`src/hw/game_port_pkg.sv`:
```
package game_port_pkg;
  localparam logic [23:0] BEAM_HIGH_OFF   = 24'hdff004;
  localparam logic [23:0] BEAM_LOW_OFF    = 24'hdff006;
  localparam logic [23:0] PORT1_MOT_OFF   = 24'hdff00a;
  localparam logic [23:0] PORT2_MOT_OFF   = 24'hdff00c;
  localparam logic [23:0] PORT1_PROP_OFF  = 24'hdff012;
  localparam logic [23:0] PORT2_PROP_OFF  = 24'hdff014;
  localparam logic [23:0] POT_READ_OFF    = 24'hdff016;
  localparam logic [23:0] POT_WRITE_OFF   = 24'hdff034;
  localparam logic [23:0] BPL_CTRL_OFF    = 24'hdff100;
  localparam int          RIGHT_BIT       = 1;
  localparam int          LEFT_BIT        = 9;
  localparam int          PEN_EN_BIT      = 3;
  localparam int          START_BIT       = 0;
  localparam logic [3:0]  DISCHARGE_LINES = 4'h8;
  localparam logic [8:0]  VBLANK_END_LINE = 9'h014;
  localparam logic [13:0] CHIP_ID         = 14'h0000;
  localparam logic [6:0]  CHIP_REV        = 7'h00;
  localparam logic [8:0]  LINES_PER_FIELD = 9'h106;
  localparam logic [8:0]  CLKS_PER_HALF   = 9'h0e3;
  localparam logic [15:0] POT_CTRL_RESET  = 16'h0000;
endpackage

```
`src/hw/pot_bus_if.sv`:
```
`timescale 1ns/10ps
`default_nettype none
interface pot_bus_if;
  logic       line_stb;
  logic       start;
  logic [3:0] above;
  logic [3:0] oe;
  logic [7:0] count [4];
  modport ctrl (output line_stb, output start, output above, output oe,
                input count);
  modport chan (input line_stb, input start, input above, input oe,
                output count);
endinterface
`default_nettype wire

```
`src/hw/beam_timer.sv`:
```
`timescale 1ns/10ps
`default_nettype none
module beam_timer
  import game_port_pkg::*;
(
  input  wire logic       pclk,
  input  wire logic       presetn,
  output logic            line_stb,
  output logic [8:0]      vpos,
  output logic [8:0]      hpos,
  output logic            long_frame
);
  typedef struct packed {
    logic [8:0] h;
    logic [8:0] v;
    logic       lf;
    logic       stb;
  } bt_s;
  bt_s st_r, st_nxt;

  always_comb begin
    st_nxt     = st_r;
    st_nxt.stb = 1'b0;
    if (st_r.h == {CLKS_PER_HALF[7:0], 1'b0} - 9'h001) begin
      st_nxt.h   = '0;
      st_nxt.stb = 1'b1;
      if (st_r.v == LINES_PER_FIELD) begin
        st_nxt.v  = '0;
        st_nxt.lf = ~st_r.lf;
      end else begin
        st_nxt.v = st_r.v + 9'h001;
      end
    end else begin
      st_nxt.h = st_r.h + 9'h001;
    end
  end

  always_ff @(posedge pclk or negedge presetn) begin
    if (!presetn) begin
      st_r <= '0;
    end else begin
      st_r <= st_nxt;
    end
  end

  assign line_stb   = st_r.stb;
  assign vpos       = st_r.v;
  assign hpos       = st_r.h;
  assign long_frame = st_r.lf;
endmodule
`default_nettype wire

```
`src/hw/game_port_input.sv`:
```
// The APB slave port was chosen for this implementation.
`timescale 1ns/10ps
`default_nettype none
module game_port_input
  import game_port_pkg::*;
(
  input  wire logic        pclk,
  input  wire logic        presetn,
  input  wire logic        psel,
  input  wire logic        penable,
  input  wire logic        pwrite,
  input  wire logic [23:0] paddr,
  input  wire logic [31:0] pwdata,
  output logic      [31:0] prdata,
  output logic             pready,
  output logic             pslverr,
  input  wire logic [3:0]  port1_dir_n,
  input  wire logic [3:0]  port2_dir_n,
  input  wire logic        pen_trigger,
  input  wire logic [3:0]  pot_pin_in,
  input  wire logic [3:0]  pot_above,
  output logic      [3:0]  pot_pin_out,
  output logic      [3:0]  pot_pin_oe_n,
  output logic      [3:0]  pot_dump
);
  typedef struct packed {
    logic [1:0][3:0] dir_s1;
    logic [1:0][3:0] dir_s2;
    logic [2:0]      pen_s;
    logic [3:0]      pin_s1;
    logic [3:0]      pin_s2;
    logic [3:0]      abv_s1;
    logic [3:0]      abv_s2;
    logic [15:0]     pot_ctrl;
    logic [15:0]     bpl_ctrl;
    logic            frozen;
    logic [8:0]      cap_v;
    logic [8:0]      cap_h;
    logic            cap_lf;
    logic            start;
    logic [31:0]     rdata;
    logic            ready;
    logic            err;
    logic [3:0]      pout;
    logic [3:0]      poe_n;
    logic [3:0]      dump;
  } top_s;
  top_s st_r, st_nxt;

  logic       line_stb;
  logic [8:0] vpos;
  logic [8:0] hpos;
  logic       long_frame;
  logic [3:0] oe;
  logic [3:0] dout;
  logic       setup;
  logic       pen_edge;
  logic       access;
  logic       release_line;

  pot_bus_if pbus ();

  beam_timer u_beam (
    .pclk       (pclk),
    .presetn    (presetn),
    .line_stb   (line_stb),
    .vpos       (vpos),
    .hpos       (hpos),
    .long_frame (long_frame)
  );

  pot_counters u_pots (
    .pclk    (pclk),
    .presetn (presetn),
    .bus     (pbus.chan)
  );

  // Map of pins: 0 port1 pin5, 1 port1 pin9, 2 port2 pin5, 3 port2 pin9
  assign oe   = {st_r.pot_ctrl[15], st_r.pot_ctrl[13],
                 st_r.pot_ctrl[11], st_r.pot_ctrl[9]};
  assign dout = {st_r.pot_ctrl[14], st_r.pot_ctrl[12],
                 st_r.pot_ctrl[10], st_r.pot_ctrl[8]};

  assign pbus.line_stb = line_stb;
  assign pbus.start    = st_r.start;
  assign pbus.above    = st_r.abv_s2;
  assign pbus.oe       = oe;

  function automatic logic [15:0] motion_word(input logic [3:0] dn);
    logic [3:0]  cl;
    logic [15:0] w;
    cl = ~dn;
    w  = 16'h0000;
    w[RIGHT_BIT]     = cl[3];
    w[LEFT_BIT]      = cl[2];
    w[RIGHT_BIT - 1] = cl[3] ^ cl[1];
    w[LEFT_BIT - 1]  = cl[2] ^ cl[0];
    return w;
  endfunction

  function automatic logic [15:0] prop_word(input logic [7:0] y,
                                            input logic [7:0] x);
    return {y, x};
  endfunction

  assign setup        = psel && !penable;
  assign access       = psel && penable && st_r.ready;
  assign pen_edge     = st_r.pen_s[1] && !st_r.pen_s[2];
  assign release_line = line_stb && vpos == VBLANK_END_LINE;

  always_comb begin
    logic [8:0] rv;
    logic [8:0] rh;
    logic       rlf;
    rv     = '0;
    rh     = '0;
    rlf    = 1'b0;
    st_nxt = st_r;
    st_nxt.dir_s1 = {port2_dir_n, port1_dir_n};
    st_nxt.dir_s2 = st_r.dir_s1;
    st_nxt.pen_s  = {st_r.pen_s[1:0], pen_trigger};
    st_nxt.pin_s1 = pot_pin_in;
    st_nxt.pin_s2 = st_r.pin_s1;
    st_nxt.abv_s1 = pot_above;
    st_nxt.abv_s2 = st_r.abv_s1;
    st_nxt.start  = 1'b0;
    st_nxt.ready  = 1'b0;
    st_nxt.err    = 1'b0;

    if (release_line) begin
      st_nxt.frozen = 1'b0;
    end
    if (st_r.bpl_ctrl[PEN_EN_BIT] &&
        (!st_r.frozen || release_line)) begin
      if (pen_edge) begin
        st_nxt.frozen = 1'b1;
        st_nxt.cap_v  = vpos;
        st_nxt.cap_h  = hpos;
        st_nxt.cap_lf = long_frame;
      end else if (line_stb && vpos == LINES_PER_FIELD) begin
        st_nxt.frozen = 1'b1;
        st_nxt.cap_v  = vpos;
        st_nxt.cap_h  = hpos;
        st_nxt.cap_lf = long_frame;
      end
    end

    if (st_r.frozen) begin
      rv  = st_r.cap_v;
      rh  = st_r.cap_h;
      rlf = st_r.cap_lf;
    end else begin
      rv  = vpos;
      rh  = hpos;
      rlf = long_frame;
    end

    if (setup) begin
      st_nxt.ready = 1'b1;
      st_nxt.rdata = 32'h0000_0000;
      if (pwrite) begin
        unique case (paddr)
          POT_WRITE_OFF, BPL_CTRL_OFF: st_nxt.err = 1'b0;
          default:                     st_nxt.err = 1'b1;
        endcase
      end else begin
        unique case (paddr)
          BEAM_HIGH_OFF:
            st_nxt.rdata = {16'h0000, rlf, CHIP_ID, rv[8]};
          BEAM_LOW_OFF:
            st_nxt.rdata = {16'h0000, rv[7:0], rh[8:1]};
          PORT1_MOT_OFF:
            st_nxt.rdata = {16'h0000, motion_word(st_r.dir_s2[0])};
          PORT2_MOT_OFF:
            st_nxt.rdata = {16'h0000, motion_word(st_r.dir_s2[1])};
          PORT1_PROP_OFF:
            st_nxt.rdata = {16'h0000,
                            prop_word(pbus.count[1], pbus.count[0])};
          PORT2_PROP_OFF:
            st_nxt.rdata = {16'h0000,
                            prop_word(pbus.count[3], pbus.count[2])};
          POT_READ_OFF:
            st_nxt.rdata = {16'h0000, st_r.pin_s2[3], st_r.pin_s2[3],
                            st_r.pin_s2[2], st_r.pin_s2[2],
                            st_r.pin_s2[1], st_r.pin_s2[1],
                            st_r.pin_s2[0], st_r.pin_s2[0],
                            CHIP_REV, 1'b0};
          default: st_nxt.err = 1'b1;
        endcase
      end
    end

    // Writes land at the access edge, when pready is seen
    if (access && pwrite) begin
      unique case (paddr)
        POT_WRITE_OFF: begin
          st_nxt.pot_ctrl = pwdata[15:0];
          st_nxt.start    = pwdata[START_BIT];
        end
        BPL_CTRL_OFF: st_nxt.bpl_ctrl = pwdata[15:0];
        default: begin
        end
      endcase
    end

    st_nxt.pout  = dout;
    st_nxt.poe_n = ~oe;
    st_nxt.dump  = ~oe & {4{st_r.start}};
  end

  always_ff @(posedge pclk or negedge presetn) begin
    if (!presetn) begin
      st_r          <= '0;
      st_r.dir_s1   <= '1;
      st_r.dir_s2   <= '1;
      st_r.pin_s1   <= '1;
      st_r.pin_s2   <= '1;
      st_r.pot_ctrl <= POT_CTRL_RESET;
      st_r.poe_n    <= '1;
    end else begin
      st_r <= st_nxt;
    end
  end

  assign prdata       = st_r.rdata;
  assign pready       = st_r.ready;
  assign pslverr      = st_r.err;
  assign pot_pin_out  = st_r.pout;
  assign pot_pin_oe_n = st_r.poe_n;
  assign pot_dump     = st_r.dump;
endmodule
`default_nettype wire

```
`src/hw/pot_counters.sv`:
```
`timescale 1ns/10ps
`default_nettype none
module pot_counters
  import game_port_pkg::*;
(
  input  wire logic pclk,
  input  wire logic presetn,
  pot_bus_if.chan   bus
);
  typedef struct packed {
    logic [3:0]      hold;
    logic [3:0][7:0] cnt;
    logic [3:0]      dump;
  } pot_s;
  pot_s st_r, st_nxt;

  always_comb begin
    st_nxt = st_r;
    if (bus.start) begin
      st_nxt.cnt  = '0;
      st_nxt.hold = '0;
      st_nxt.dump = DISCHARGE_LINES;
    end else if (bus.line_stb) begin
      if (st_r.dump != 4'h0) begin
        st_nxt.dump = st_r.dump - 4'h1;
      end else begin
        for (int i = 0; i < 4; i++) begin
          if (bus.above[i] || bus.oe[i]) begin
            st_nxt.hold[i] = 1'b1;
          end else if (!st_r.hold[i]) begin
            st_nxt.cnt[i] = st_r.cnt[i] + 8'h01;
          end
        end
      end
    end
  end

  always_ff @(posedge pclk or negedge presetn) begin
    if (!presetn) begin
      st_r <= '0;
    end else begin
      st_r <= st_nxt;
    end
  end

  always_comb begin
    for (int i = 0; i < 4; i++) begin
      bus.count[i] = st_r.cnt[i];
    end
  end
endmodule
`default_nettype wire

```
`config.mk`:
```
export PLATFORM = sky130hd
export DESIGN_NAME = game_port_input
export DESIGN_NICKNAME = d
export VERILOG_FILES = /design/src/hw/game_port_pkg.sv /design/src/hw/pot_bus_if.sv /design/src/hw/beam_timer.sv /design/src/hw/game_port_input.sv /design/src/hw/pot_counters.sv
export SDC_FILE = /design/constraint.sdc
export NUM_CORES = 1
export LEC_CHECK = 0
export BUFFER_PORTS_ARGS = -buffer_cell sky130_fd_sc_hd__buf_4
export CORE_UTILIZATION = 51
export DETAILED_ROUTE_END_ITERATION = 10
export PLACE_DENSITY = 0.84
export SLEW_MARGIN = 5
export SYNTH_ARGS = -nofsm -noshare
export SYNTH_HDL_FRONTEND = slang
export SYNTH_SLANG_ARGS = --single-unit
```
`constraint.sdc`:
```
create_clock -name pclk -period 2.3 [get_ports pclk]
set_clock_uncertainty 0.1 [all_clocks]
set_input_delay 0.46 -clock pclk [delete_from_list [all_inputs] [get_ports pclk]]
set_output_delay 0.46 -clock pclk [all_outputs]
set_load 0.05 [all_outputs]
```
==> impl_metrics.json, run 1 <==
{
  "cp.arrival_ps": 2360,
  "worst_skew_pair.late_latency_ps": 420,
  "area_growth_pct": 18.01,
  "fin_hold_ws_ps": 39.88,
  "cts.path.max_buffers": 2,
  "hp-start": "pot_above[0]",
  "place_ws_ps": -69.17,
  "slew_violations": 0,
  "fp.dieW_um": 120.7,
  "p_per_area_nw_per_um2": 668.0,
  "cts_max_level": 4,
  "grt_usage_pct": 21.41,
  "n_antenna_cell": 0,
  "cp.required_ps": 2490,
  "antenna_found_initial": 0,
  "setup_ws_ps": 129.5,
  "cellLeakagePower_uw": 0.003934,
  "grt_pass1_vias": 4862,
  "drive_above_1_share_pct": 27.37,
  "total_power_uw": 5668,
  "rr_startpoint": "u_pots.st_r[0]",
  "clock_sinks": 154,
  "synth-seq-area-share_pct": 54.09,
  "hold_viol": 0,
  "ir_drop_v": 0.0005219,
  "rsz0062_at_grt": "no",
  "io_buffers": 85,
  "fp.coreArea_um2": 13830,
  "place.gp.congestion": 0.9002,
  "vias": 4998,
  "grt-ovfl-total": 0,
  "viasPerCell": 5.510,
  "dr.pass1.iters": 5,
  "path_max_fanout": 8,
  "synth-edff-count": 0,
  "netlist_area_um2": 7189,
  "fin_crit_ps": 2170,
  "seq_area_um2": 3889,
  "critPathKind": "flip-flop to flip-flop",
  "synth_cell_types": 59,
  "maxCapViolCount": 0,
  "ys.warnings.count": 0,
  "rows": 43,
  "max_slew_margin_pct": 56.32,
  "synth_top_cell_by_area": "dfrtp_1",
  "synth_area_per_cell_um2": 11.29,
  "synth_cells": 637,
  "hold_path.class": "primary input to flip-flop",
  "grt_max_degree": 61,
  "top_usage_layer": "met2",
  "wl_per_cell_um": 16.35,
  "final.fill_count": 1060,
  "worstSetupEndpointType": "flip-flop",
  "multiInputGateArea_um2": 2833,
  "synth_top_area_share_pct": 43.86,
  "met3_usage_pct": 4.528,
  "yosysMostFrequentCell": "dfrtp_1",
  "ant_nets": 0,
  "cts.clk_slew.worst_paths_ps": 60,
  "gr-usage-met2_pct": 34.20,
  "drt_wl_total_mm": 14.83,
  "netlist_top_cells_area": "dfrtp_1, dfstp_2, buf_4",
  "clockRootBuffer": "clkbuf_16",
  "synthFlopType": "dfrtp_1",
  "finalSetupViolCount": 0,
  "grt_use_met1_pct": 28.20,
  "grt_pass1_wl_mm": 24.05,
  "synthArstFlopShare_pct": 100.0,
  "die_y_um": 120.7,
  "critPathLaunchType": "flip-flop",
  "die_area_um2": 14580,
  "worst_pin_slew_ps": 649.4,
  "num_io_pins": 124,
  "final.period_utilization_pct": 94.37,
  "yosys-top-cells-count": "dfrtp_1, nor2_1, buf_4, nand2_1, dfstp_2",
  "ys_seq_elements": 154,
  "start_util_pct": 52.00,
  "cts_tree": "done",
  "fin_nets": 803,
  "hpwlAfterDp_mm": 10.43,
  "cts_buffers": 17,
  "drt_iter0_drc": 401,
  "critPathLaunch": "u_pots.st_r[0]",
  "outcome": "complete, no violations",
  "fmax_ghz": 0.4607,
  "drc": 0
}
## through the flow
step	instances	TNS [ps]	area, µm²	util [%]
3_3_place_gp	872	-140.8	7894	57.09
4_1_cts	907	0	8472	61.27
3_5_place_dp	872	-204.5	7894	57.09
6_report	907	0	8484	61.36
2_1_floorplan	652	0	7246	-
5_1_grt	907	0	8484	61.36
## registers in the layout, summed over array words and instances, names as in the netlist, 8 cells and up
signal	count
prdata	16
st_nxt	18
st_r	33
u_beam.hpos	9
u_beam.vpos	9
u_pots.bus.count	32
u_pots.st_r	8
## area by class of cell
cell class | instances | area share (%)
clock buffer | 20 | 5.147
clock inverter | 12 | 1.371
inverter | 18 | 0.7963
multi-input combinational | 405 | 33.39
sequential | 154 | 45.83
tap | 180 | 2.654
timing repair buffer | 118 | 10.81
## power breakdown
| part | internal [µW] | total, µW | leakage, µW | switching (µW) |
|---|---|---|---|---|
| combinational | 97.7 | 275 | 0.00165 | 177 |
| clock | 1500 | 2620 | 0.000271 | 1110 |
| sequential | 2760 | 2770 | 0.00201 | 14.9 |
| total | 4360 | 5670 | 0.00393 | 1310 |
## cell usage in the layout (no fill, tap or decap), drive strengths merged, types with 11 or more instances in the layout
cell,instances
nand4,24
xnor2,21
nor2,52
nand2b,11
inv,23
buf,117
mux2,34
clkbuf,20
ha,11
dfstp,28
mux2i,18
nor3,12
conb,16
dfrtp,126
a21oi,13
nand2,44
o21ai,23
xor2,26
## per-layer routing
layer / vias to the layer above / part of all wire, %
met4: 0 / 1.8
li1: 2324 / -
met3: 31 / 4.9
met1: 2485 / 43
met5: - / 0
met2: 158 / 50
## path summary, 6_finish.rpt
| check | to | slack [ps] | cells past startpoint |
|---|---|---|---|
| worst max register to register | u_pots.bus.count[15] | 130 | 9 |
| worst max-delay path | u_pots.bus.count[15] | 130 | 9 |
| min in group asynchronous | u_beam.vpos[2] | 480 | 2 |
| worst min-delay path | st_nxt[99] | 40 | 1 |
| max in group asynchronous | pot_pin_oe_n[2] | 880 | 3 |
| worst min register to register | st_nxt[117] | 250 | 0 |
## cells by family (layout without fill, tap and decap cells)
group	count (synthesis)	count (layout)	synth area share [%]
AOI/OAI and AO/OA	82	82	7.745
xor gates and xnor gates	47	47	5.726
adders and majority gates	11	11	1.914
buffers and inverters	93	168	7.553
DFF	154	154	54.09
muxes	52	52	8.354
other	1	16	0.05216
and+or+nand+nor	197	197	14.57
## critical path, stage by stage, from the launching register on
cell and delay (ps):
dfrtp_1 410, inv_1 100, ha_1 170, nor4bb_2 280
buf_4 160, nor4b_2 210, buf_4 210, nand4_1 130
xor2_1 190, nor2_1 60
## timing repair
action | 4_1_cts | 5_1_grt
endpoints found under the setup margin | 1 | 2
buffers inserted | 2 | 0
hold buffers | 1 | 0
endpoints found under the hold margin | 34 | 0
gates resized for setup | 0 | 2
Note: power is estimated with default switching activity, not from simulation.
==> inputs of run 2 (changes only) <==
- ABC_AREA: unset -> 1
- PLACE_DENSITY: 0.84 -> 0.83
==> run 2 against run 1 <==
Synthesized cell count is 39% higher. Via count increased by 22%. Clock power about the same.
==> impl_metrics.json, run 2 <==
{
  "outcome": "complete, no violations",
  "final.period_utilization_pct": 92.32,
  "synth-edff-count": 0,
  "synth_top_cell_by_area": "dfrtp_1",
  "final_common_cell": "nand2_1",
  "cts_resized": 0,
  "yosysMostFrequentCell": "nand2_1",
  "worstSetupEndpointType": "flip-flop",
  "largest_reg_flops": 33,
  "cts.path.max_buffers": 2,
  "die_area_um2": 15500,
  "synth-seq-area-share_pct": 50.81,
  "fin_crit_ps": 2123,
  "slew_violations": 0,
  "clockRootBuffer": "clkbuf_16",
  "grt-ovfl-total": 0,
  "drt_wl_total_mm": 16.79,
  "fp.dieW_um": 124.5,
  "grt_usage_pct": 22.95,
  "post_cts_buffers": 0,
  "top_register": "st_r",
  "ant_nets": 0,
  "path_max_fanout": 8,
  "start_util_pct": 52.46,
  "clock_sinks": 154,
  "synthFlopType": "dfrtp_1",
  "vias": 6089,
  "synthArstFlopShare_pct": 100.0,
  "viasPerCell": 5.254,
  "netlist_area_um2": 7654,
  "ys.warnings.count": 0,
  "synth_cell_types": 45,
  "n_antenna_cell": 0,
  "area_growth_pct": 16.09,
  "critPathLaunchType": "flip-flop",
  "fin_setup_tns_ps": 0,
  "p_per_area_nw_per_um2": 658.4,
  "rows": 44,
  "critPathKind": "flip-flop to flip-flop",
  "drt_iter0_drc": 490,
  "place.gp.congestion": 0.8768,
  "grt_pass1_vias": 5888,
  "antenna_found_initial": 0,
  "maxCapViolCount": 0,
  "ir_drop_v": 0.0005199,
  "yosys-top-cells-count": "nand2_1, dfrtp_1, inv_1",
  "critical_path.top_delay_family": "simple AND/OR/NAND/NOR gates",
  "drive_above_1_share_pct": 24.62,
  "mostFrequentLayoutCells": "nand2_1, dfrtp_1, buf_4",
  "cp.arrival_ps": 2340,
  "fin_hold_ws_ps": 27.47,
  "synth_top_area_share_pct": 41.20,
  "crit_slowest_cell": "dfrtp_1",
  "crit_top_cell": "nand2_1",
  "slowest_delay_ps": 410,
  "io_buffers": 85,
  "finalSetupViolCount": 0,
  "worstPathCellList": "inv_1, ha_1, nand2_1, nor2_2, nand2_2, o21ai_2, nand2_1, nor2_1, nand3_1, nand2_1, a21oi_1",
  "die_y_um": 124.5,
  "cts_buffers": 17,
  "drc": 0,
  "cts_tree": "done",
  "fmax_ghz": 0.4709,
  "hold_path.class": "primary input to flip-flop",
  "wl_per_cell_um": 14.49,
  "fp.coreArea_um2": 14590,
  "hpwlAfterDp_mm": 12.15,
  "grt_max_degree": 53,
  "rsz0062_at_grt": "no",
  "netlist_top_cells_area": "dfrtp_1, dfstp_2, nand2_1",
  "synth_cells": 886,
  "fin_nets": 1051,
  "worst_skew_pair.late_latency_ps": 440,
  "num_io_pins": 124,
  "cellLeakagePower_uw": 0.004278,
  "cp_num_buf_inv": 1,
  "synth_area_per_cell_um2": 8.638,
  "cts.clk_slew.worst_paths_ps": 70,
  "hold_viol": 0,
  "final.fill_count": 1200,
  "cts_max_level": 4,
  "ys_seq_elements": 154,
  "dr.pass1.iters": 6,
  "cp.required_ps": 2520,
  "grt_pass1_wl_mm": 28.24
}
-- run 2: cell count changes after synthesis, moves of 15 or more --
cell and change:
nand3_1 +70, nand2_1 +135, mux2i_1 -18, nand4_1 -17
nor2_1 +29, o21ai_0 +23, nand2_2 +24, xnor2_1 -19
inv_1 +66, clkbuf_1 -15, mux2_1 -16, a21oi_1 +29
xor2_1 -15
-- run 2: metal layers --
metal / share of wire (%) / wire length, µm / global-route usage [%] / vias up
met1: 41 / 6961 / 29.16 / 2911
li1: - / - / - / 2947
met4: 2.4 / 404 / 9.001 / 0
met5: 0 / 0 / 0 / -
met3: 6.0 / 1001 / 5.928 / 34
met2: 50 / 8423 / 37.47 / 197
-- run 2: kinds of logic (layout without fill, tap and decap cells) --
logic type	Yosys count	count (layout)	synth area share, %
buf+inv	156	230	10.25
xor+xnor	13	13	1.488
mux	8	8	1.177
other cells	1	16	0.04900
compound gates	116	116	8.190
fa+ha+maj	11	11	1.798
flops	154	154	50.81
simple gates	427	427	26.24
-- run 2: worst paths after layout --
path                       slack [ps]  cells after the start            from                   end
max                               180                     11  u_pots.st_r[1]  u_pots.bus.count[14]
min                                30                      1  port1_dir_n[3]           st_nxt[121]
max reg2reg                       180                     11  u_pots.st_r[1]  u_pots.bus.count[14]
min reg2reg                       250                      0      st_nxt[99]         pbus.above[0]
max in group asynchronous         950                      3         presetn           st_nxt[120]
min in group asynchronous         450                      2         presetn           st_nxt[116]
-- run 2: final cells by class --
cell class | count | area [µm²] | share of cell area (%)
multi-input combinational | 591 | 3037 | 34.18
clock inverter | 14 | 110.1 | 1.239
inverter | 93 | 349.1 | 3.929
sequential | 154 | 3889 | 43.77
clock buffer | 18 | 450.4 | 5.070
timing repair buffer | 105 | 819.5 | 9.224
tap | 184 | 230.2 | 2.591
-- run 2: report_power, final --
group | internal [µW] | switching [µW] | leakage, µW
logic | 129 | 253 | 0.00202
clock network | 1460 | 1180 | 0.000265
registers | 2790 | 34.7 | 0.00199
total | 4380 | 1470 | 0.00428
-- run 2: timing repair --
| item | CTS | global route |
|---|---|---|
| setup endpoints to repair | 0 | 0 |
| hold endpoints to repair | 43 | 0 |
| hold buffers | 1 | 0 |
-- run 2: per-stage QoR --
stage	setup WS, ps	utilization, %	instance area (µm²)	power, µW	cells
detailed placement	187.8	56.99	8314	3257	1126
global route	40.91	60.90	8885	6057	1159
finish	176.6	60.90	8885	5850	1159
global placement	218.3	56.99	8314	3243	1126
CTS	236.1	60.90	8885	5883	1159
floorplan	574.5	-	7710	3084	901
